--- src/core/lin_cmd_pkg.sv ---
// Purpose: Shared constants for the stepper command link and its master
// Assumes: Byte-level frames; bit timing handled elsewhere
// Notes: Offsets, codes, field positions and counts for the RTL live here; checks and bench use literals
package lin_cmd_pkg;
  // Command codes, low seven bits of the command byte
  localparam logic [6:0] CMD_READ_PARAM = 7'h02;
  localparam logic [6:0] CMD_GOTO_SAFE = 7'h04;
  localparam logic [6:0] CMD_ESTOP = 7'h05;
  // Fixed identifiers and constant bytes
  localparam logic [7:0] IDENT_LONG = 8'h3c;
  localparam logic [7:0] IDENT_READ = 8'h7d;
  localparam logic [7:0] APP_CMD_BYTE = 8'h80;
  localparam logic [7:0] FILLER_BYTE = 8'hff;
  localparam int IDENT_DYN_BIT = 5;
  localparam int TOP_BIT = 7;
  localparam logic [10:0] SAFE_POS_DISABLED = 11'h400;
  // Byte counts after the identifier
  localparam logic [3:0] PARAM_BYTES = 4'h8;
  localparam logic [3:0] STATUS_BYTES = 4'h2;
  localparam logic [3:0] SHORT_BYTES = 4'h2;
  localparam logic [3:0] LONG_BYTES = 4'h8;
  localparam logic [3:0] KEEP_BYTES = 4'h3;
  localparam logic [2:0] OTP_ADDR_BYTE = 3'h2;
  // Sticky flag positions
  localparam int FLG_THERMAL_WARNING = 0;
  localparam int FLG_THERMAL_SHUTDOWN = 1;
  localparam int FLG_UNDERVOLTAGE = 2;
  localparam int FLG_ELECTRICAL_DEFECT = 3;
  localparam int FLG_LOST_STEP = 4;
  localparam int FLG_CHARGE_PUMP = 5;
  localparam int FLG_COIL_A_OVC = 6;
  localparam int FLG_COIL_B_OVC = 7;
  localparam int FLG_SUPPLY_RESET = 8;
  localparam int NUM_FLAGS = 9;
  localparam logic [8:0] FLAGS_RST = 9'h100;
  localparam logic [8:0] FLAGS_ALL = 9'h1ff;
  // Master register map, byte addresses
  localparam logic [7:0] REG_CTRL = 8'h00;
  localparam logic [7:0] REG_IDS = 8'h04;
  localparam logic [7:0] REG_STAT = 8'h08;
  localparam logic [7:0] REG_EVT = 8'h0c;
  localparam logic [7:0] REG_MASK = 8'h10;
  localparam logic [7:0] REG_DATA_LO = 8'h14;
  localparam logic [7:0] REG_DATA_HI = 8'h18;
  localparam int CTRL_OP_LSB = 0;
  localparam int CTRL_LONG_BIT = 3;
  localparam int CTRL_ADDR_LSB = 4;
  localparam int CTRL_BCAST_BIT = 11;
  localparam int IDS_PREP_LSB = 0;
  localparam int IDS_STATUS_LSB = 5;
  localparam int IDS_WRITE_LSB = 10;
  localparam int EVT_DONE = 0;
  localparam int EVT_TIMEOUT = 1;
  localparam logic [4:0] RESP_TIMEOUT = 5'h10;
  typedef enum logic [2:0] {
    OP_NONE, OP_READ_PARAM, OP_QUICK_STATUS, OP_GOTO_SAFE, OP_ESTOP
  } op_t;
endpackage

--- src/core/lin_frame_if.sv ---
// Purpose: Byte-level frame carrier between bus master and device
// Assumes: One clock shared by both ends
// Notes: Master publishes header, data and frame end; slave answers bytes
interface lin_frame_if;
  logic hdr_stb;
  logic [7:0] hdr_ident;
  logic mdat_stb;
  logic [7:0] mdat;
  logic frm_end;
  logic sdat_stb;
  logic [7:0] sdat;
  modport master (
    output hdr_stb, hdr_ident, mdat_stb, mdat, frm_end,
    input sdat_stb, sdat
  );
  modport slave (
    input hdr_stb, hdr_ident, mdat_stb, mdat, frm_end,
    output sdat_stb, sdat
  );
endinterface

--- src/core/lin_stepper_cmd_decoder.sv ---
// Purpose: Device-side decoder for four application commands
// Assumes: Frame ends are signalled after the last master byte
// Notes: Parameter memory is eight bytes, written from the user side
// Notes on behaviour
// - Master sends preparing frame, code 0x02
// - Short preparing frame layout with dynamic identifier
// - Long preparing frame with fixed bytes, fillers
// - Master follows with the fixed reading header
// - Answer eight memory bytes, ascending address
// - Byte two carries live address pins
// - Quick status answers two defined bytes
// - Quick status clears the latched fault flags
// - Code 0x04 moves to safe position
// - Address bit seven low means broadcast
// - Safe position 0x400 disables the move
// - Lost bus or init end starts move
// - Code 0x05 is emergency stop, broadcastable
// - Coil fault stops and switches bridges off
// - Fault during motion raises lost step
// - Dynamic identifiers carry parity in top bits
module lin_stepper_cmd_decoder (
  input wire logic clk_in, // Clock
  input wire logic rst_n_in, // Sync reset, active low
  lin_frame_if.slave bus, // Frame carrier
  input wire logic [6:0] node_addr_in, // Own node address
  input wire logic [4:0] prep_id_in, // Preparing frame identifier
  input wire logic [4:0] status_id_in, // Quick status identifier
  input wire logic [4:0] write_id_in, // Two-byte writing identifier
  input wire logic [2:0] addr_pins_in, // Hardwired address pins
  input wire logic ext_switch_in, // External switch state
  input wire logic [1:0] temp_level_in, // Temperature level
  input wire logic [10:0] safe_pos_in, // Stored safe position
  input wire logic [8:0] fault_evt_in, // Flag set events
  input wire logic [1:0] coil_fault_in, // Coil electrical fault
  input wire logic motor_moving_in, // Motor not at rest
  input wire logic comm_lost_in, // Bus communication lost pulse
  input wire logic init_done_in, // Init run finished pulse
  input wire logic otp_we_in, // Parameter memory write
  input wire logic [2:0] otp_addr_in, // Parameter memory address
  input wire logic [7:0] otp_wdata_in, // Parameter memory data
  output logic goto_safe_out, // Start safe move, pulse
  output logic estop_out, // Emergency stop, pulse
  output logic bridge_off_out, // Bridge drivers off
  output logic [8:0] flags_out, // Sticky fault flags
  output logic param_armed_out // Reading frame will be answered
);
  typedef enum logic [1:0] {D_IDLE, D_RX, D_TX} dstate_t;
  typedef enum logic [1:0] {RX_SHORT_PREP, RX_SHORT_WRITE, RX_LONG} rxkind_t;
  typedef struct packed {
    dstate_t state;
    rxkind_t rx_kind;
    logic [3:0] cnt;
    logic [2:0][7:0] keep;
    logic fill_ok;
    logic tx_status;
    logic armed;
    logic [7:0][7:0] otp;
    logic [8:0] flags;
    logic goto_safe;
    logic estop;
    logic bridge_off;
    logic sdat_stb;
    logic [7:0] sdat;
  } dev_state_t;
  localparam dev_state_t DEV_RST = '{state: D_IDLE, rx_kind: RX_LONG,
    flags: lin_cmd_pkg::FLAGS_RST, default: '0};

  dev_state_t s_reg;
  dev_state_t s_next;
  logic [8:0] flag_set;
  logic [8:0] flag_clr;
  logic safe_req;
  logic dyn;

  function automatic logic [7:0] resp_byte(input logic is_status,
                                           input logic [3:0] idx,
                                           input dev_state_t s);
    logic [7:0] b;
    b = s.otp[idx[2:0]];
    if (is_status) begin
      if (idx == 4'h0) begin
        b = {ext_switch_in, node_addr_in};
      end else begin
        b = {s.flags[lin_cmd_pkg::FLG_SUPPLY_RESET],
             s.flags[lin_cmd_pkg::FLG_LOST_STEP],
             s.flags[lin_cmd_pkg::FLG_ELECTRICAL_DEFECT],
             s.flags[lin_cmd_pkg::FLG_UNDERVOLTAGE],
             s.flags[lin_cmd_pkg::FLG_THERMAL_SHUTDOWN],
             s.flags[lin_cmd_pkg::FLG_THERMAL_WARNING],
             temp_level_in};
      end
    end else if (idx[2:0] == lin_cmd_pkg::OTP_ADDR_BYTE) begin
      // Pins are not stored, so they are read live
      b = {s.otp[idx[2:0]][7], addr_pins_in, s.otp[idx[2:0]][3:0]};
    end
    return b;
  endfunction

  function automatic logic addr_ok(input logic [7:0] a,
                                   input logic bcast_allowed);
    return (bcast_allowed && !a[lin_cmd_pkg::TOP_BIT]) ||
           (a[lin_cmd_pkg::TOP_BIT] && a[6:0] == node_addr_in);
  endfunction

  always_comb begin
    s_next = s_reg;
    s_next.goto_safe = 1'b0;
    s_next.estop = 1'b0;
    s_next.sdat_stb = 1'b0;
    flag_set = fault_evt_in;
    flag_clr = 9'h000;
    safe_req = comm_lost_in || init_done_in;
    dyn = !bus.hdr_ident[lin_cmd_pkg::IDENT_DYN_BIT];
    if (otp_we_in) begin
      s_next.otp[otp_addr_in] = otp_wdata_in;
    end
    case (s_reg.state)
      D_IDLE: begin
        s_next.cnt = 4'h0;
        s_next.fill_ok = 1'b1;
        if (bus.hdr_stb) begin
          if (bus.hdr_ident == lin_cmd_pkg::IDENT_READ && s_reg.armed) begin
            s_next.state = D_TX;
            s_next.tx_status = 1'b0;
            s_next.armed = 1'b0;
            s_next.sdat = resp_byte(1'b0, 4'h0, s_reg);
            s_next.sdat_stb = 1'b1;
            s_next.cnt = 4'h1;
          end else if (dyn && bus.hdr_ident[4:0] == status_id_in) begin
            s_next.state = D_TX;
            s_next.tx_status = 1'b1;
            s_next.sdat = resp_byte(1'b1, 4'h0, s_reg);
            s_next.sdat_stb = 1'b1;
            s_next.cnt = 4'h1;
          end else if (bus.hdr_ident == lin_cmd_pkg::IDENT_LONG) begin
            s_next.state = D_RX;
            s_next.rx_kind = RX_LONG;
          end else if (dyn && bus.hdr_ident[4:0] == prep_id_in) begin
            s_next.state = D_RX;
            s_next.rx_kind = RX_SHORT_PREP;
          end else if (dyn && bus.hdr_ident[4:0] == write_id_in) begin
            s_next.state = D_RX;
            s_next.rx_kind = RX_SHORT_WRITE;
          end
        end
      end
      D_RX: begin
        if (bus.mdat_stb) begin
          if (s_reg.cnt < lin_cmd_pkg::KEEP_BYTES) begin
            s_next.keep[s_reg.cnt[1:0]] = bus.mdat;
          end else if (bus.mdat != lin_cmd_pkg::FILLER_BYTE) begin
            s_next.fill_ok = 1'b0;
          end
          if (s_reg.cnt != 4'hf) begin
            s_next.cnt = s_reg.cnt + 4'h1;
          end
        end
        if (bus.frm_end) begin
          s_next.state = D_IDLE;
          case (s_reg.rx_kind)
            RX_LONG: begin
              if (s_reg.cnt == lin_cmd_pkg::LONG_BYTES && s_reg.fill_ok &&
                  s_reg.keep[0] == lin_cmd_pkg::APP_CMD_BYTE &&
                  s_reg.keep[1] == {1'b1, lin_cmd_pkg::CMD_READ_PARAM} &&
                  addr_ok(s_reg.keep[2], 1'b0)) begin
                s_next.armed = 1'b1;
              end
            end
            RX_SHORT_PREP: begin
              if (s_reg.cnt == lin_cmd_pkg::SHORT_BYTES &&
                  s_reg.keep[0] == {1'b1, lin_cmd_pkg::CMD_READ_PARAM} &&
                  addr_ok(s_reg.keep[1], 1'b0)) begin
                s_next.armed = 1'b1;
              end
            end
            RX_SHORT_WRITE: begin
              if (s_reg.cnt == lin_cmd_pkg::SHORT_BYTES &&
                  s_reg.keep[0][lin_cmd_pkg::TOP_BIT] &&
                  addr_ok(s_reg.keep[1], 1'b1)) begin
                if (s_reg.keep[0][6:0] == lin_cmd_pkg::CMD_GOTO_SAFE) begin
                  safe_req = 1'b1;
                end
                if (s_reg.keep[0][6:0] == lin_cmd_pkg::CMD_ESTOP) begin
                  s_next.estop = 1'b1;
                end
              end
            end
            default: s_next.state = D_IDLE;
          endcase
        end
      end
      D_TX: begin
        if (s_reg.cnt == (s_reg.tx_status ? lin_cmd_pkg::STATUS_BYTES :
                          lin_cmd_pkg::PARAM_BYTES)) begin
          s_next.state = D_IDLE;
          if (s_reg.tx_status) begin
            flag_clr = lin_cmd_pkg::FLAGS_ALL;
          end
        end else begin
          s_next.sdat = resp_byte(s_reg.tx_status, s_reg.cnt, s_reg);
          s_next.sdat_stb = 1'b1;
          s_next.cnt = s_reg.cnt + 4'h1;
        end
      end
      default: s_next.state = D_IDLE;
    endcase
    if (safe_req && safe_pos_in != lin_cmd_pkg::SAFE_POS_DISABLED) begin
      s_next.goto_safe = 1'b1;
    end
    // Bridges stay off until software has seen the defect
    if (flag_clr[lin_cmd_pkg::FLG_ELECTRICAL_DEFECT]) begin
      s_next.bridge_off = 1'b0;
    end
    if (|coil_fault_in) begin
      s_next.estop = 1'b1;
      s_next.bridge_off = 1'b1;
      flag_set[lin_cmd_pkg::FLG_ELECTRICAL_DEFECT] = 1'b1;
      if (motor_moving_in) begin
        flag_set[lin_cmd_pkg::FLG_LOST_STEP] = 1'b1;
      end
    end
    // A new event in the clearing cycle survives
    s_next.flags = (s_reg.flags & ~flag_clr) | flag_set;
  end

  always_ff @(posedge clk_in) begin
    if (!rst_n_in) begin
      s_reg <= DEV_RST;
    end else begin
      s_reg <= s_next;
    end
  end

  assign bus.sdat_stb = s_reg.sdat_stb;
  assign bus.sdat = s_reg.sdat;
  assign goto_safe_out = s_reg.goto_safe;
  assign estop_out = s_reg.estop;
  assign bridge_off_out = s_reg.bridge_off;
  assign flags_out = s_reg.flags;
  assign param_armed_out = s_reg.armed;
endmodule // lin_stepper_cmd_decoder

--- src/flat_wrapper.sv ---
// flat-port wrapper written by rule: the top's interface ports become plain ports
module lin_stepper_cmd_decoder_flat 
  (clk_in, rst_n_in, node_addr_in, prep_id_in, status_id_in, write_id_in, addr_pins_in, ext_switch_in, temp_level_in, safe_pos_in, fault_evt_in, coil_fault_in, motor_moving_in, comm_lost_in, init_done_in, otp_we_in, otp_addr_in, otp_wdata_in, goto_safe_out, estop_out, bridge_off_out, flags_out, param_armed_out, bus_hdr_stb, bus_hdr_ident, bus_mdat_stb, bus_mdat, bus_frm_end, bus_sdat_stb, bus_sdat);
  lin_frame_if bus_i ();
  input wire logic clk_in;
  input wire logic rst_n_in;
  input wire logic [6:0] node_addr_in;
  input wire logic [4:0] prep_id_in;
  input wire logic [4:0] status_id_in;
  input wire logic [4:0] write_id_in;
  input wire logic [2:0] addr_pins_in;
  input wire logic ext_switch_in;
  input wire logic [1:0] temp_level_in;
  input wire logic [10:0] safe_pos_in;
  input wire logic [8:0] fault_evt_in;
  input wire logic [1:0] coil_fault_in;
  input wire logic motor_moving_in;
  input wire logic comm_lost_in;
  input wire logic init_done_in;
  input wire logic otp_we_in;
  input wire logic [2:0] otp_addr_in;
  input wire logic [7:0] otp_wdata_in;
  output logic goto_safe_out;
  output logic estop_out;
  output logic bridge_off_out;
  output logic [8:0] flags_out;
  output logic param_armed_out;
  input wire logic [$bits(bus_i.hdr_stb)-1:0] bus_hdr_stb;
  input wire logic [$bits(bus_i.hdr_ident)-1:0] bus_hdr_ident;
  input wire logic [$bits(bus_i.mdat_stb)-1:0] bus_mdat_stb;
  input wire logic [$bits(bus_i.mdat)-1:0] bus_mdat;
  input wire logic [$bits(bus_i.frm_end)-1:0] bus_frm_end;
  output wire logic [$bits(bus_i.sdat_stb)-1:0] bus_sdat_stb;
  output wire logic [$bits(bus_i.sdat)-1:0] bus_sdat;
  assign bus_i.hdr_stb = bus_hdr_stb;
  assign bus_i.hdr_ident = bus_hdr_ident;
  assign bus_i.mdat_stb = bus_mdat_stb;
  assign bus_i.mdat = bus_mdat;
  assign bus_i.frm_end = bus_frm_end;
  assign bus_sdat_stb = bus_i.sdat_stb;
  assign bus_sdat = bus_i.sdat;
  lin_stepper_cmd_decoder u_core (.clk_in(clk_in), .rst_n_in(rst_n_in), .bus(bus_i), .node_addr_in(node_addr_in), .prep_id_in(prep_id_in), .status_id_in(status_id_in), .write_id_in(write_id_in), .addr_pins_in(addr_pins_in), .ext_switch_in(ext_switch_in), .temp_level_in(temp_level_in), .safe_pos_in(safe_pos_in), .fault_evt_in(fault_evt_in), .coil_fault_in(coil_fault_in), .motor_moving_in(motor_moving_in), .comm_lost_in(comm_lost_in), .init_done_in(init_done_in), .otp_we_in(otp_we_in), .otp_addr_in(otp_addr_in), .otp_wdata_in(otp_wdata_in), .goto_safe_out(goto_safe_out), .estop_out(estop_out), .bridge_off_out(bridge_off_out), .flags_out(flags_out), .param_armed_out(param_armed_out));
endmodule
--- config.mk ---
export PLATFORM = sky130hd
export DESIGN_NAME = lin_stepper_cmd_decoder_flat
export DESIGN_NICKNAME = d
export VERILOG_FILES = /design/src/core/lin_cmd_pkg.sv /design/src/core/lin_frame_if.sv /design/src/core/lin_stepper_cmd_decoder.sv /design/src/flat_wrapper.sv
export SDC_FILE = /design/constraint.sdc
export NUM_CORES = 1
export LEC_CHECK = 0
export ABC_AREA = 0
export BUFFER_PORTS_ARGS = -buffer_cell sky130_fd_sc_hd__clkbuf_2
export CORE_UTILIZATION = 58
export CTS_BUF_LIST = sky130_fd_sc_hd__clkbuf_8
export DETAILED_ROUTE_END_ITERATION = 8
export HOLD_SLACK_MARGIN = 0.1
export PLACE_DENSITY = 0.89
export SKIP_CTS_REPAIR_TIMING = 1
export SLEW_MARGIN = 20
export SYNTH_ARGS = -nofsm -noshare
export SYNTH_HDL_FRONTEND = slang
export SYNTH_SLANG_ARGS = --single-unit
export TNS_END_PERCENT = 100
--- constraint.sdc ---
create_clock -name clk_in -period 3.24 [get_ports clk_in]
set_clock_uncertainty 0.1 [all_clocks]
set_input_delay 0.324 -clock clk_in [delete_from_list [all_inputs] [get_ports clk_in]]
set_output_delay 0.324 -clock clk_in [all_outputs]
set_load 0.05 [all_outputs]
# Word-level counts from Yosys, hierarchy flattened
# Index checks and enable logic that the tools add are counted.
[word_totals] regBits=120 inputBits=86 elab_cells=176
[classes] mux=65 magnitude_cmp=6 n_reduce_logical=39 addsub=1 n_eq_ne=37 n_bitwise=5
[op_table] operator="64-bit bitwise mux" count=1
[op_table] operator="9-bit 2-to-1 mux" count=7
[op_table] operator="8-bit 2-to-1 mux" count=6
[op_table] operator="29-bit 2-to-1 mux" count=1
[op_table] operator="4-bit 2-to-1 mux" count=7
[op_table] operator="8-bit binary-select mux with 3-bit select" count=1
[op_table] operator="24-bit bitwise mux" count=1
[op_table] operator="8-bit demux with 3-bit select" count=1
[op_table] operator="8-bit equality test, second input constant" count=3
[op_table] operator="24-bit 2-to-1 mux" count=1
[op_table] operator="1-bit 2-to-1 mux" count=23
[op_table] operator="9-bit one-hot mux with 2 select lines" count=1
[op_table] operator="1-bit logical AND" count=17
[op_table] operator="8-bit demux with 2-bit select" count=1
[op_table] operator="2-bit 2-to-1 mux" count=8
[op_table] operator="4-bit AND reduction" count=4
[op_table] operator="5-bit equality test" count=3
[op_table] operator="7-bit by 3-bit equality test with 1-bit output, second input constant" count=2
[op_table] operator="7-bit equality test" count=2
[op_table] operator="4-bit one-hot mux with 3 select lines" count=1
[op_table] operator="11-bit != test, second input constant" count=1
[op_table] operator="2-bit != test, second input constant" count=5
[op_table] operator="9-bit AND" count=1
[op_table] operator="9-bit inverter" count=1
[op_table] operator="other kinds (36)" count=54

# Depth between registers and ports, before layout
# Gate-level depths: netlist (run 1).
[logic_depth] word_depth=10 ltp_mapped=10

# Least setup slack after synthesis (run 1)
# Ideal clock, no wire load.
[synth_timing] path_kind="reg-to-reg" startpoint="register u_core.s_reg[113] (netlist bit)" endpoint="register u_core.s_reg (netlist bit u_core.bus.sdat[1])" synth_period_minus_slack_ns=2.336 t_arrival_ns=2.150 n_path_buf=3 path_slack_ns=0.904 setup_time_ns=0.086 path_stages_with_launch=11 required_time_ns=3.054 path_cell_list="dfxtp_1 -> buf_4 -> buf_6 -> inv_1 -> ha_1 -> or3b_2 -> clkbuf_1 -> nand2_1 -> and3_1 -> o32a_1 -> a211oi_1"
[synth_via] elab_chain_cells=6 word_cells_on_any_way=11 classes_between="2 x eq/ne; 7 x mux; 2 x reduce/logical"
[synth_lines] element="start, declared" line="lin_stepper_cmd_decoder.sv:68" text="dev_state_t s_reg;"
[synth_lines] element="start signal, assigned" line="lin_stepper_cmd_decoder.sv:230" text="s_reg <= s_next;"
[synth_lines] element="8-bit binary-select mux with 3-bit select" line="lin_stepper_cmd_decoder.sv:79, lin_stepper_cmd_decoder.sv:94"
[synth_lines] element="8-bit 2-to-1 mux (not written as such)" line="lin_stepper_cmd_decoder.sv:79" text="b = s.otp[idx[2:0]];"
[synth_lines] element="7-bit 2-to-1 mux" line="lin_stepper_cmd_decoder.sv:92" text="end else if (idx[2:0] == lin_cmd_pkg::OTP_ADDR_BYTE) begin"
[synth_lines] element="8-bit 2-to-1 mux" line="lin_stepper_cmd_decoder.sv:80" text="if (is_status) begin"
[synth_lines] element="9-bit 2-to-1 mux" line="lin_stepper_cmd_decoder.sv:193" text="if (s_reg.cnt == (s_reg.tx_status ? lin_cmd_pkg::STATUS_BYTES :"
[synth_lines] element="9-bit one-hot mux with 2 select lines" line="lin_stepper_cmd_decoder.sv:117" text="case (s_reg.state)"
# Several ways; a longest one is shown, not always the timed one. The select of a mux whose other input is x is not followed.
# A chain may end at the register's enable or synchronous reset.

# Worst setup path after layout (run 1)
[layout_timing] startpoint="register u_core.s_reg[115] (netlist bit)" endpoint="register u_core.s_reg (netlist bit u_core.flags_out[4])"
[layout_via] elab_chain_cells=6
[layout_lines] element="4-bit equality test" line="lin_stepper_cmd_decoder.sv:193"
[layout_lines] element="9-bit 2-to-1 mux" line="lin_stepper_cmd_decoder.sv:193"
[layout_lines] element="9-bit 2-to-1 mux" line="lin_stepper_cmd_decoder.sv:117"
[layout_lines] element="9-bit inverter" line="lin_stepper_cmd_decoder.sv:223" text="s_next.flags = (s_reg.flags & ~flag_clr) | flag_set;"
[layout_lines] element="9-bit AND" line="lin_stepper_cmd_decoder.sv:223"
[layout_lines] element="9-bit bitwise OR" line="lin_stepper_cmd_decoder.sv:223"
# No other way between the ends.

==> impl.org, run 1 <==
** Outcome
- Outcome :: finished, final reports clean

** Synth
- Synth Instances :: about 760
- Register bit total from synthesis :: 120
- Sequential-to-total area share from yosys stat :: 39.1%
- For this run, asynchronously set or reset flops after synthesis account for 0%.
- Leading post-synthesis cells by cell area :: dfxtp_1 (39%), nand2_1 (12%), a21oi_1 (9.0%)
- The Yosys step of the flow raised 0 warnings.
- Synth area leader :: dfxtp_1
- Post-Syn Area :: between 6000 and 7000 sq um
- In this run the biggest area consumer among cell types represents between 30 and 40% of the synthesized area.
- The most used flip-flop cell after synthesis is dfxtp_1.
- Yosys mapped the design onto 63 distinct sky130hd cell types.
- The synthesized design contains 0 enable-type register cells.
- Number of nets in the synthesized netlist :: 850
- Mean area per synthesized cell :: 8.12 sq um

** Timing
- Setup repair after global routing left no endpoint under its margin.
- Setup total negative slack :: 0 ns
- Max Clock Freq :: 0.341 GHz
- Tmin final :: 2.94 ns
- Slew margin rel. :: 19.5%
- On the final layout, the worst hold slack is ~0.08 ns.
- The worst path uses 90.6% of the clock period.
- The number of max-slew violations in the final report was 0.
- Endpoints failing setup :: 0
- The final hold violation count came to 0.
- At the pin with the least slew margin, the transition time is about 1.2 ns.

** Floorplan
- Number of top-level pins :: between 100 and 150
- Measured along the y axis, the die boundary spans 105 microns.
- Initial Utilization :: 59.8%
- From left edge to right edge, the die measures 105 microns.
- The region available for standard cell placement spans 10,300 sq um.
- The die covers around 11,000 sq um.
- Number of core rows :: 37

** Drt
- The detail route stage leaves a number of antenna-violating nets equal to 0.
- In the final routed layout, each cell accounts on average for 16.8 microns.
- Drt via density :: around 6
- Initial DRT Pass Iterations :: 5
- For this run, design rule violations remaining after detail routing come to 0.
- Vias :: 5,977
- Summed over all layers, the routed wires come to 16,700 microns.
- In this run, the number of DRC markers left after iteration 0 of detailed routing was 425.

** Place
- The congestion estimate from routability-driven global placement came to 0.864.
- HPWL after detailed placement :: between 10,000 and 15,000 microns
- PortBufs :: 107

** Layout
- Relative to the synthesized area, the layout overhead comes to 15.8%.
- The library cells used most frequently in the layout, excluding fill and tap cells, are nand2_1 (194), dfxtp_1 (120), a21oi_1 (110).
- Of the cells placed in the final design, the portion with a size suffix greater than 1 is 20.9%.
- Final nets :: 942
- Leading cell type in the layout, fill and taps excluded :: nand2_1
- 0 antenna diodes ended up in the layout.
- Largest register FFs :: 98

** Global route
- Via count of the first global-routing pass :: between 5,000 and 6,000
- The number of antenna violations at the first check in global routing came to 0.
- The first global-routing pass estimated between 20,000 and 30,000 microns of wire.
- Total congestion overflow :: 0
- Global routing used 30.4% of the available tracks across all layers.
- Maximum number of pins on one net before global-route repair :: 47

** Power and ir drop
- Summed over all cells, the static leakage comes to 2.59 nW.
- In this run the power density over the cells is 434 nW/um^2.
- Peak supply drop :: 341 uV

** Setup path
- Cell Chain, Critical Path :: or3b_4, a211oi_4, nand3_2, a221oi_1, dlygate4sd3_1, nor2_1
- Type of destination of the critical path :: flop
- Startpoint type of the worst setup path :: flop
- Endpoint of the most critical register-to-register path :: u_core.flags_out[4]
- Startpoint of the worst register-to-register path :: u_core.s_reg[115]
- On the critical path the largest part of the delay comes from simple AND/OR/NAND/NOR gates.
- Slowest cell delay on critical path :: between 0.6 and 0.7 ns
- Counting cells, the worst reg-to-reg path comes to 6.
- Classification of the worst setup path :: flop to flop
- STA puts the critical path data arrival time at ~3.2 ns.
- The slowest stage of the critical path belongs to the cell dfxtp_1.
- Across all register-to-register paths, the minimum setup slack is 0.30 ns.
- Worst path required time :: 3.47 ns
- The number of buffers and inverters on the critical path is 1.
- Along the worst path, the maximum fanout reaches 11.

** Flow run
- Across the run, the number of max-cap violations was 0.

** Hold path
- Worst hold path endpoint :: u_core.s_reg[111]
- Hold Crit Start :: bus_mdat[7]
- Worst min-delay path category :: primary input to flop
- Hold Path Stages :: 3

** Clock tree
- Cts bufs inserted :: 17
- Clock slew seen by the registers of the worst setup and hold paths :: 0.08 ns
- For the worst-skew pair, the clock arrives at the later sink with an insertion delay of 0.44 ns.
- TritonCTS built the clock tree.
- The tree is rooted in a clkbuf_8.
- The clock drives 120 sinks.
- The clock passes through at most 2 buffers.
- The H-tree was split into 4 levels.
==> final cells by class <==
type	count	area (sq um)
Fill cell	812	3160
Clock inverter	13	96.3
Clock buffer	19	262
Inverter	14	53.8
Tap cell	136	170
Timing Repair Buffer	132	766
Sequential cell	120	2400
Multi-Input combinational cell	563	3360
==> cells in the mapped netlist, types with 8 or more instances <==
cell type / count
nand3_1: 39
buf_1: 11
clkbuf_1: 19
nor2_1: 26
a21oi_1: 110
nand2_1: 194
nand4_1: 11
xnor2_1: 26
mux4_2: 11
inv_1: 14
dfxtp_1: 120
buf_4: 21
a211oi_1: 10
ha_1: 8
mux2i_1: 15
==> worst min-delay path, stage by stage <==
cell and delay, ns:
clkbuf_2 0.12, nand3_1 0.07, a21oi_1 0.05
==> worst max-delay path by stage <==
stage | from | to | depth (start not counted)
2_1_floorplan | u_core.s_reg[113] | u_core.bus.sdat[1] | 10
3_3_place_gp | u_core.s_reg[114] | u_core.param_armed_out | 6
3_5_place_dp | u_core.s_reg[114] | u_core.param_armed_out | 6
4_1_cts | u_core.s_reg[114] | u_core.param_armed_out | 6
5_1_grt | u_core.s_reg[115] | u_core.flags_out[4] | 6
6_report | u_core.s_reg[115] | u_core.flags_out[4] | 6
==> stage by stage <==
step                instance area [sq um]  cells  util, %  power [mW]  worst slack, ns
floorplan                            6140    756        -        1.75            0.904
detailed placement                   6590    948     64.1        1.86            0.692
finish                               7110    997     69.2        3.09            0.305
global route                         7110    997     69.2        3.17            0.111
CTS                                  6940    980     67.6        3.06            0.598
global placement                     6590    948     64.1        1.85            0.749
==> per-layer routing <==
layer / share of wire, % / track usage [%] / wire (microns)
met5: 0 / 0 / 0
met1: 39 / 37.1 / 6600
met4: 2.8 / 14.1 / 465
met2: 49 / 51.9 / 8200
met3: 8.6 / 5.74 / 1440
==> power breakdown <==
part           switching [mW]  leakage (nW)  internal, mW  total (mW)
logic                   0.200          1.45         0.122       0.322
registers              0.0199         0.973          1.50        1.52
clock network           0.669         0.171         0.573        1.24
total                   0.888          2.59          2.20        3.09
==> cells by family after synthesis <==
family / count (synthesis) / share of synthesized area (%)
and+or+nand+nor: 330 / 24.9
AOI/OAI and AO/OA: 166 / 16.9
DFF: 120 / 39.1
buffers and inverters: 73 / 6.11
muxes: 30 / 7.21
xor gates and xnor gates: 29 / 4.14
adders and majority gates: 8 / 1.63
Power figures use the tool's default switching activity.
==> inputs of run 2 (changes only) <==
Settings changed: PLACE_DENSITY 0.89 to 0.82, RECOVER_POWER from default to 100.
==> impl.org, run 2 (synthesized netlist as in run 1, its figures left out) <==
** Timing
- The number of max-slew violations in the final report is 0 (unchanged).
- The headroom to the max-slew limit is 26.8% (+7.3 points).
- The transition time of the tightest slew-check pin was 1.09 ns (-0.110 ns).
- Max Clock Freq :: 0.342 GHz (+0.48%)
- The number of setup violations in the final report came to 0 (unchanged).
- Final hold viol count :: 0 (unchanged)
- Setup repair after global routing left no endpoint under its margin.
- The final cycle utilization of the critical path came to 90.2% (-0.43 points).
- Setup total negative slack :: 0 ns (unchanged)
- The clock period minus worst slack is 2.92 ns (-0.0140 ns).

** Clock tree
- TritonCTS built the clock tree.
- The clock edge transition at the registers on the reported setup and hold paths came to 0.07 ns (about the same).
- The clock network latency to the later pin of the worst-skew pair was 0.44 ns (about the same).
- The deepest level of the CTS H-tree was 4 (unchanged).
- The number of sinks driven by the clock tree was 120 (unchanged).
- Clock tree root buffer cell :: clkbuf_8
- The number of buffers added by the clock tree synthesis step came to 17 (unchanged).
- The maximum buffer depth of the clock tree is 2 (unchanged).

** Drt
- Drt via density :: 5.95 (-0.80%)
- Detailed Route Iter0 Violations :: 439 (+3.3%)
- Wire length the detailed router placed on met1 :: 6540 microns (-0.83%)
- The sum of routed wire length over all layers came to 16,700 microns (about the same).
- The first-pass iteration count of the detailed router came to 5 (unchanged).
- The total length of routed met2 wires is 8270 microns (+0.80%).
- Number of nets still failing antenna checks after routing :: 0 (unchanged)
- Met3 WL :: 1180 microns (-18%)
- Vias :: 5,917 (-1.0%)
- The detailed router used layers up to and including met4.
- DRC violation count after routing :: 0 (unchanged)
- Routed wire length per instance :: 16.8 microns (+0.28%)

** Floorplan
- Die area :: 11,000 sq um (unchanged)
- The core outline area came to 10,300 sq um (unchanged).
- Die W :: 105 microns (unchanged)
- Number of top-level pins :: 108 (unchanged)
- Die Span Y :: 105 microns (unchanged)
- The effective utilization at floorplan came to 59.8% (unchanged).
- Number of core rows :: 37 (unchanged)

** Setup path
- The delay of the slowest cell on the worst path was 0.61 ns (-0.02 ns).
- Crit path buf inv count :: 2 (+1)
- Arrival time of data at the critical path endpoint :: 3.13 ns (-0.03 ns)
- The signal on the critical path passes through buf_4, or3b_1, a211oi_4, nand3_2, a221oi_1, dlygate4sd3_1, nor2_1.
- Worst path required time :: 3.45 ns (-0.02 ns)
- Biggest fanout along the worst timing path :: 10 (-1)
- STA classifies the critical path endpoint as a flop.
- The worst setup path is launched from a flop.
- The largest individual stage delay along the critical path comes from the cell dlygate4sd3_1.
- Classification of the worst setup path :: flop to flop
- The cell family contributing the most delay on the critical path is buffers and inverters.

** Layout
- The area used by multi-input combinational logic was 3340 sq um (-0.71%).
- The flip-flop count of the largest register after layout was 98 (unchanged).
- Final nets :: 941 (-0.11%)
- The top cell types in the final layout, fill and taps aside, are nand2_1 (194), dfxtp_1 (120), a21oi_1 (110).
- The total area of sequential cells is 2400 sq um (unchanged).
- The count of antenna diodes in the layout was 0 (unchanged).
- The count of non-filler cells in the finished layout is 995 (-0.20%).
- The proportion of layout cells with a drive suffix above 1 was 17.7% (-3.2 points).
- The fraction of the core area covered by cells at the end of the flow is 69.4% (+0.19 points).
- The count of fill cells added during filler insertion was 841 (+3.6%).
- Area overhead of the layout relative to synthesis :: 16.2%
- Leading cell type in the layout, fill and taps excluded :: nand2_1

** Global route
- The all-layer global routing usage was 30.9% (+0.48 points).
- Total congestion overflow :: 0 (unchanged)
- The global-route wire length before repair came to 26,800 microns (+1.3%).
- The number of antenna violations at the first check in global routing is 0 (unchanged).
- Via count of the first global-routing pass :: 5,695 (+3.0%)
- The maximum number of pins on one net before global-route repair is 112 (+140%).

** Place
- HPWL after detailed placement :: 11,900 microns (+1.2%)
- Global placer's final weighted congestion :: 0.916 (+6.0%)
- The placed cell count is 948 (unchanged).
- The count of port buffers added during placement came to 107 (unchanged).

** Power and ir drop
- The cell area power density came to 465 nW/um^2 (+7.1%).
- Leakage power of the design :: 2.54 nW (-2.0%)
- Peak supply drop :: 395 uV (+16%)

** Flow run
- The max-capacitance violation count came to 0 (unchanged).

** Outcome
- The flow ran to the end, and the final reports show no timing, DRC or antenna violations.

** Hold path
- Worst min-delay path category :: primary input to flop
run 2: layer usage:
layer | global-route usage, % | vias to the layer above
met2 | 53.8 | 289
met1 | 35.4 | 2745
met4 | 16.8 | 0
li1 | - | 2818
met3 | 6.30 | 65
met5 | 0 | -
run 2: worst register-to-register path, delay by kind of cell, from the launching register on:
family          cells  cell delay, ns
compound gates      2            0.74
simple gates        3            0.73
buf+inv             2            0.84
flops               1            0.40
run 2: cell type report:
| class | instances | area share, % |
|---|---|---|
| tap | 136 | 2.39 |
| sequential | 120 | 33.7 |
| multi-input combinational | 563 | 46.8 |
| clock buffer | 17 | 3.28 |
| timing repair buffer | 131 | 10.3 |
| clock inverter | 14 | 2.79 |
| inverter | 14 | 0.737 |
run 2: final timing paths:
check                                  startpoint             endpoint  slack [ns]  cells past startpoint
worst max-delay path            u_core.s_reg[113]  u_core.flags_out[4]        0.32                      7
worst min register to register   u_core.s_reg[29]     u_core.s_reg[29]        0.35                      2
worst max register to register  u_core.s_reg[113]  u_core.flags_out[4]        0.32                      7
worst min-delay path             coil_fault_in[1]     u_core.estop_out        0.07                      3
run 2: power breakdown:
group	internal (mW)	switching, mW
combinational	0.119	0.198
sequential	1.51	0.0202
clock	0.839	0.636
total	2.46	0.854
run 2: per-stage QoR:
step	total power [mW]	cell area, sq um	worst slack [ns]	hold slack [ns]
4_1_cts	3.31	7030	0.733	-0.0229
3_5_place_dp	1.86	6600	0.800	0.347
5_1_grt	3.41	7130	0.182	0.102
3_3_place_gp	1.85	6600	0.871	0.339
2_1_floorplan	1.75	6140	0.904	0.323
6_report	3.32	7130	0.319	0.0691
==> inputs of run 3 (changes only) <==
==> constraint.sdc (replaced) <==
create_clock -name clk_in -period 3.24 [get_ports clk_in]
set_clock_uncertainty 0.1 [all_clocks]
set_input_delay 0.648 -clock clk_in [delete_from_list [all_inputs] [get_ports clk_in]]
set_output_delay 0.648 -clock clk_in [all_outputs]
set_load 0.05 [all_outputs]
==> impl.org, run 3 (synthesized netlist as in run 1, its figures left out) <==
** Outcome
- The flow ran to the end, but the final reports show violations.
- The final reports fail on max-capacitance violations, max-slew violations.

** Timing
- Setup total negative slack :: 0 ns (unchanged)
- Slew margin rel. :: -0.307% (-27 points)
- The maximum clock frequency is 0.362 GHz (+5.8%).
- The transition time of the tightest slew-check pin was 1.50 ns (+0.414 ns).
- Endpoints failing setup :: 0 (unchanged)
- Post-route clock period utilization :: 85.2% (-4.9 points)
- The minimum hold slack was 0.306 ns (+0.237 ns).
- Count of final max-slew check failures :: 50 (+50)
- Final hold viol count :: 0 (unchanged)
- RSZ-0062 raised after global routing :: false
- Tmin final :: 2.76 ns (-0.160 ns)

** Place
- The placed wire-length estimate after detailed placement was 12,400 microns (+3.8%).
- The instance area after placement came to 6630 sq um (+0.42%).
- The count of port buffers added during placement was 107 (unchanged).
- The placer congestion estimate came to 0.896 (-2.2%).

** Clock tree
- The deepest level of the CTS H-tree is 4 (unchanged).
- Bufs on Longest Clock Path :: 2 (unchanged)
- Clock tree root buffer cell :: clkbuf_8
- Clock sink total :: 120 (unchanged)
- Cts bufs inserted :: 17 (unchanged)
- TritonCTS built the clock tree.
- The clock network latency to the later pin of the worst-skew pair is 0.43 ns (about the same).
- Clock slew seen by the registers of the worst setup and hold paths :: 0.08 ns (about the same)

** Floorplan
- The effective utilization at floorplan was 59.8% (unchanged).
- Number of core rows :: 37 (unchanged)
- The top-level port count is 108 (unchanged).
- Die W :: 105 microns (unchanged)
- The die span in y was 105 microns (unchanged).
- Area of the placeable core :: 10,300 sq um (unchanged)
- Die area :: 11,000 sq um (unchanged)

** Setup path
- Slowest library cell on the worst path :: inv_1
- Cell class contributing the biggest share of worst-path delay :: buffers and inverters
- The setup path with the least slack is of type primary input to flop.
- Endpoint of the most critical register-to-register path :: u_core.bus.sdat[7]
- Startpoint type of the worst setup path :: primary input
- Type of destination of the critical path :: flop
- The largest driver fanout on the critical path is 65 (+55).
- Cell Chain, Critical Path :: clkbuf_2, inv_1, clkbuf_4, a21oi_1
- Internal reg-to-reg setup slack :: 0.56 ns (+0.24 ns)
- Arrival time of data at the critical path endpoint :: 2.93 ns (-0.20 ns)
- Slowest cell delay on critical path :: 1.11 ns (+0.50 ns)
- The most critical setup path has its startpoint at rst_n_in.
- The combined buffer and inverter count along the critical path is 3 (+1).
- Worst Reg-to-Reg Cells :: 7 (unchanged)
- The required time of the worst setup path is 3.41 ns (-0.04 ns).
- The startpoint identified for the worst register-to-register timing path is u_core.s_reg[118].

** Power and ir drop
- The fraction of power consumed by combinational cells came to 9.3% (-0.2 points).
- The cell area power density is 468 nW/um^2 (+0.66%).
- The relative contribution of the clock network to total power was 44.0% (-0.5 points).
- Peak supply drop :: 336 uV (-15%)
- The net switching power figure was 868 uW (+1.6%).
- The total power was 3.26 mW (-1.6%).
- The internal power came to 2.40 mW (-2.7%).
- The leakage dissipation was 2.48 nW (-2.3%).
- Share of power burned in registers :: 46.7% (+0.7 points)
- The switching share of power is 26.6% (+0.83 points).

** Drt
- The first-pass iteration count of the detailed router was 6 (+1).
- The number of design rule violations left after detail routing is 0 (unchanged).
- Detailed Route Iter0 Violations :: 486 (+11%)
- Drt via density :: 5.98 (+0.52%)
- The post-detailed-route wirelength per cell came to 17.0 microns (+1.4%).
- Number of nets still failing antenna checks after routing :: 0 (unchanged)
- The via count was 5,870 (-0.79%).
- Total wirelength of the detailed-routed design :: 16,700 microns (+0.12%)

** Layout
- The finished layout cell area was 6980 sq um (-2.2%).
- The proportion of layout cells with a drive suffix above 1 was 18.1% (+0.39 points).
- In the layout the commonest cells are nand2_1 (194), dfxtp_1 (120), a21oi_1 (110).
- The fraction of the core area covered by cells at the end of the flow came to 67.9% (-1.5 points).
- Diode insertion count for antenna repair :: 0 (unchanged)
- The library cell used most frequently in the layout, excluding fill and tap cells, is nand2_1.
- The flip-flop count of the largest register after layout is 98 (unchanged).
- From synthesis to final layout, the design area changed by 13.6%.
- Final nets :: 927 (-1.5%)
- The count of fill cells added during filler insertion is 903 (+7.4%).

** Global route
- Maximum number of pins on one net before global-route repair :: 66 (-41%)
- Total Routing Usage GR :: 31.5% (+0.58 points)
- The final global-route overflow total was 0 (unchanged).
- Antenna violations before repair :: 0 (unchanged)
- The number of global-route vias before repair is 5,844 (+2.6%).
- The global-route wire length before repair came to 27,400 microns (+2.2%).

** Hold path
- Worst min-delay path category :: primary input to flop
- For hold timing, the worst endpoint is u_core.flags_out[8].
- In this run the most critical hold path is launched from fault_evt_in[8].
- Hold Path Stages :: 2 (-1)

** Flow run
- Max-cap violations :: 1 (+1)
==> run 3: worst max path at each step <==
stage | cells after the start | slack (ns) | endpoint
2_1_floorplan | 10 | 0.90 | u_core.bus.sdat[1]
3_5_place_dp | 6 | 0.72 | u_core.s_reg[116]
4_1_cts | 7 | 0.75 | u_core.bus.sdat[7]
3_3_place_gp | 6 | 0.88 | u_core.s_reg[116]
6_report | 4 | 0.48 | u_core.s_reg[22]
5_1_grt | 4 | 0.29 | u_core.s_reg[71]
==> run 3: cell type report <==
cell class                 instances  area, sq um  share of cell area, %
clock buffer                      18          248                   3.55
tap                              136          170                   2.44
multi-input combinational        563         3350                   48.0
sequential                       120         2400                   34.4
inverter                          14         52.6                  0.753
clock inverter                    14          173                   2.48
timing repair buffer             117          579                   8.30
==> run 3: metrics by stage <==
stage,instances,worst slack [ns]
after CTS,982,0.755
after floorplan,756,0.904
after detailed placement,950,0.721
after global placement,950,0.878
final,982,0.479
after global routing,982,0.294
==> run 3: power by group through the flow <==
| stage | Combinational [mW] | Clock [mW] | Sequential, mW |
|---|---|---|---|
| after floorplan | 0.187 | 0 | 1.56 |
| after global placement | 0.293 | 0 | 1.56 |
| after detailed placement | 0.303 | 0 | 1.56 |
| after CTS | 0.305 | 1.44 | 1.52 |
| after global routing | 0.328 | 1.51 | 1.53 |
| final | 0.302 | 1.44 | 1.52 |
==> run 3: per-layer routing <==
metal	global-route usage [%]	share of wire (%)	wire (microns)	vias up
met5	0	0	0	-
met4	14.5	2.9	483	0
met3	6.92	7.3	1220	50
met2	55.7	51	8620	295
met1	36.1	38	6410	2736
li1	-	-	-	2789
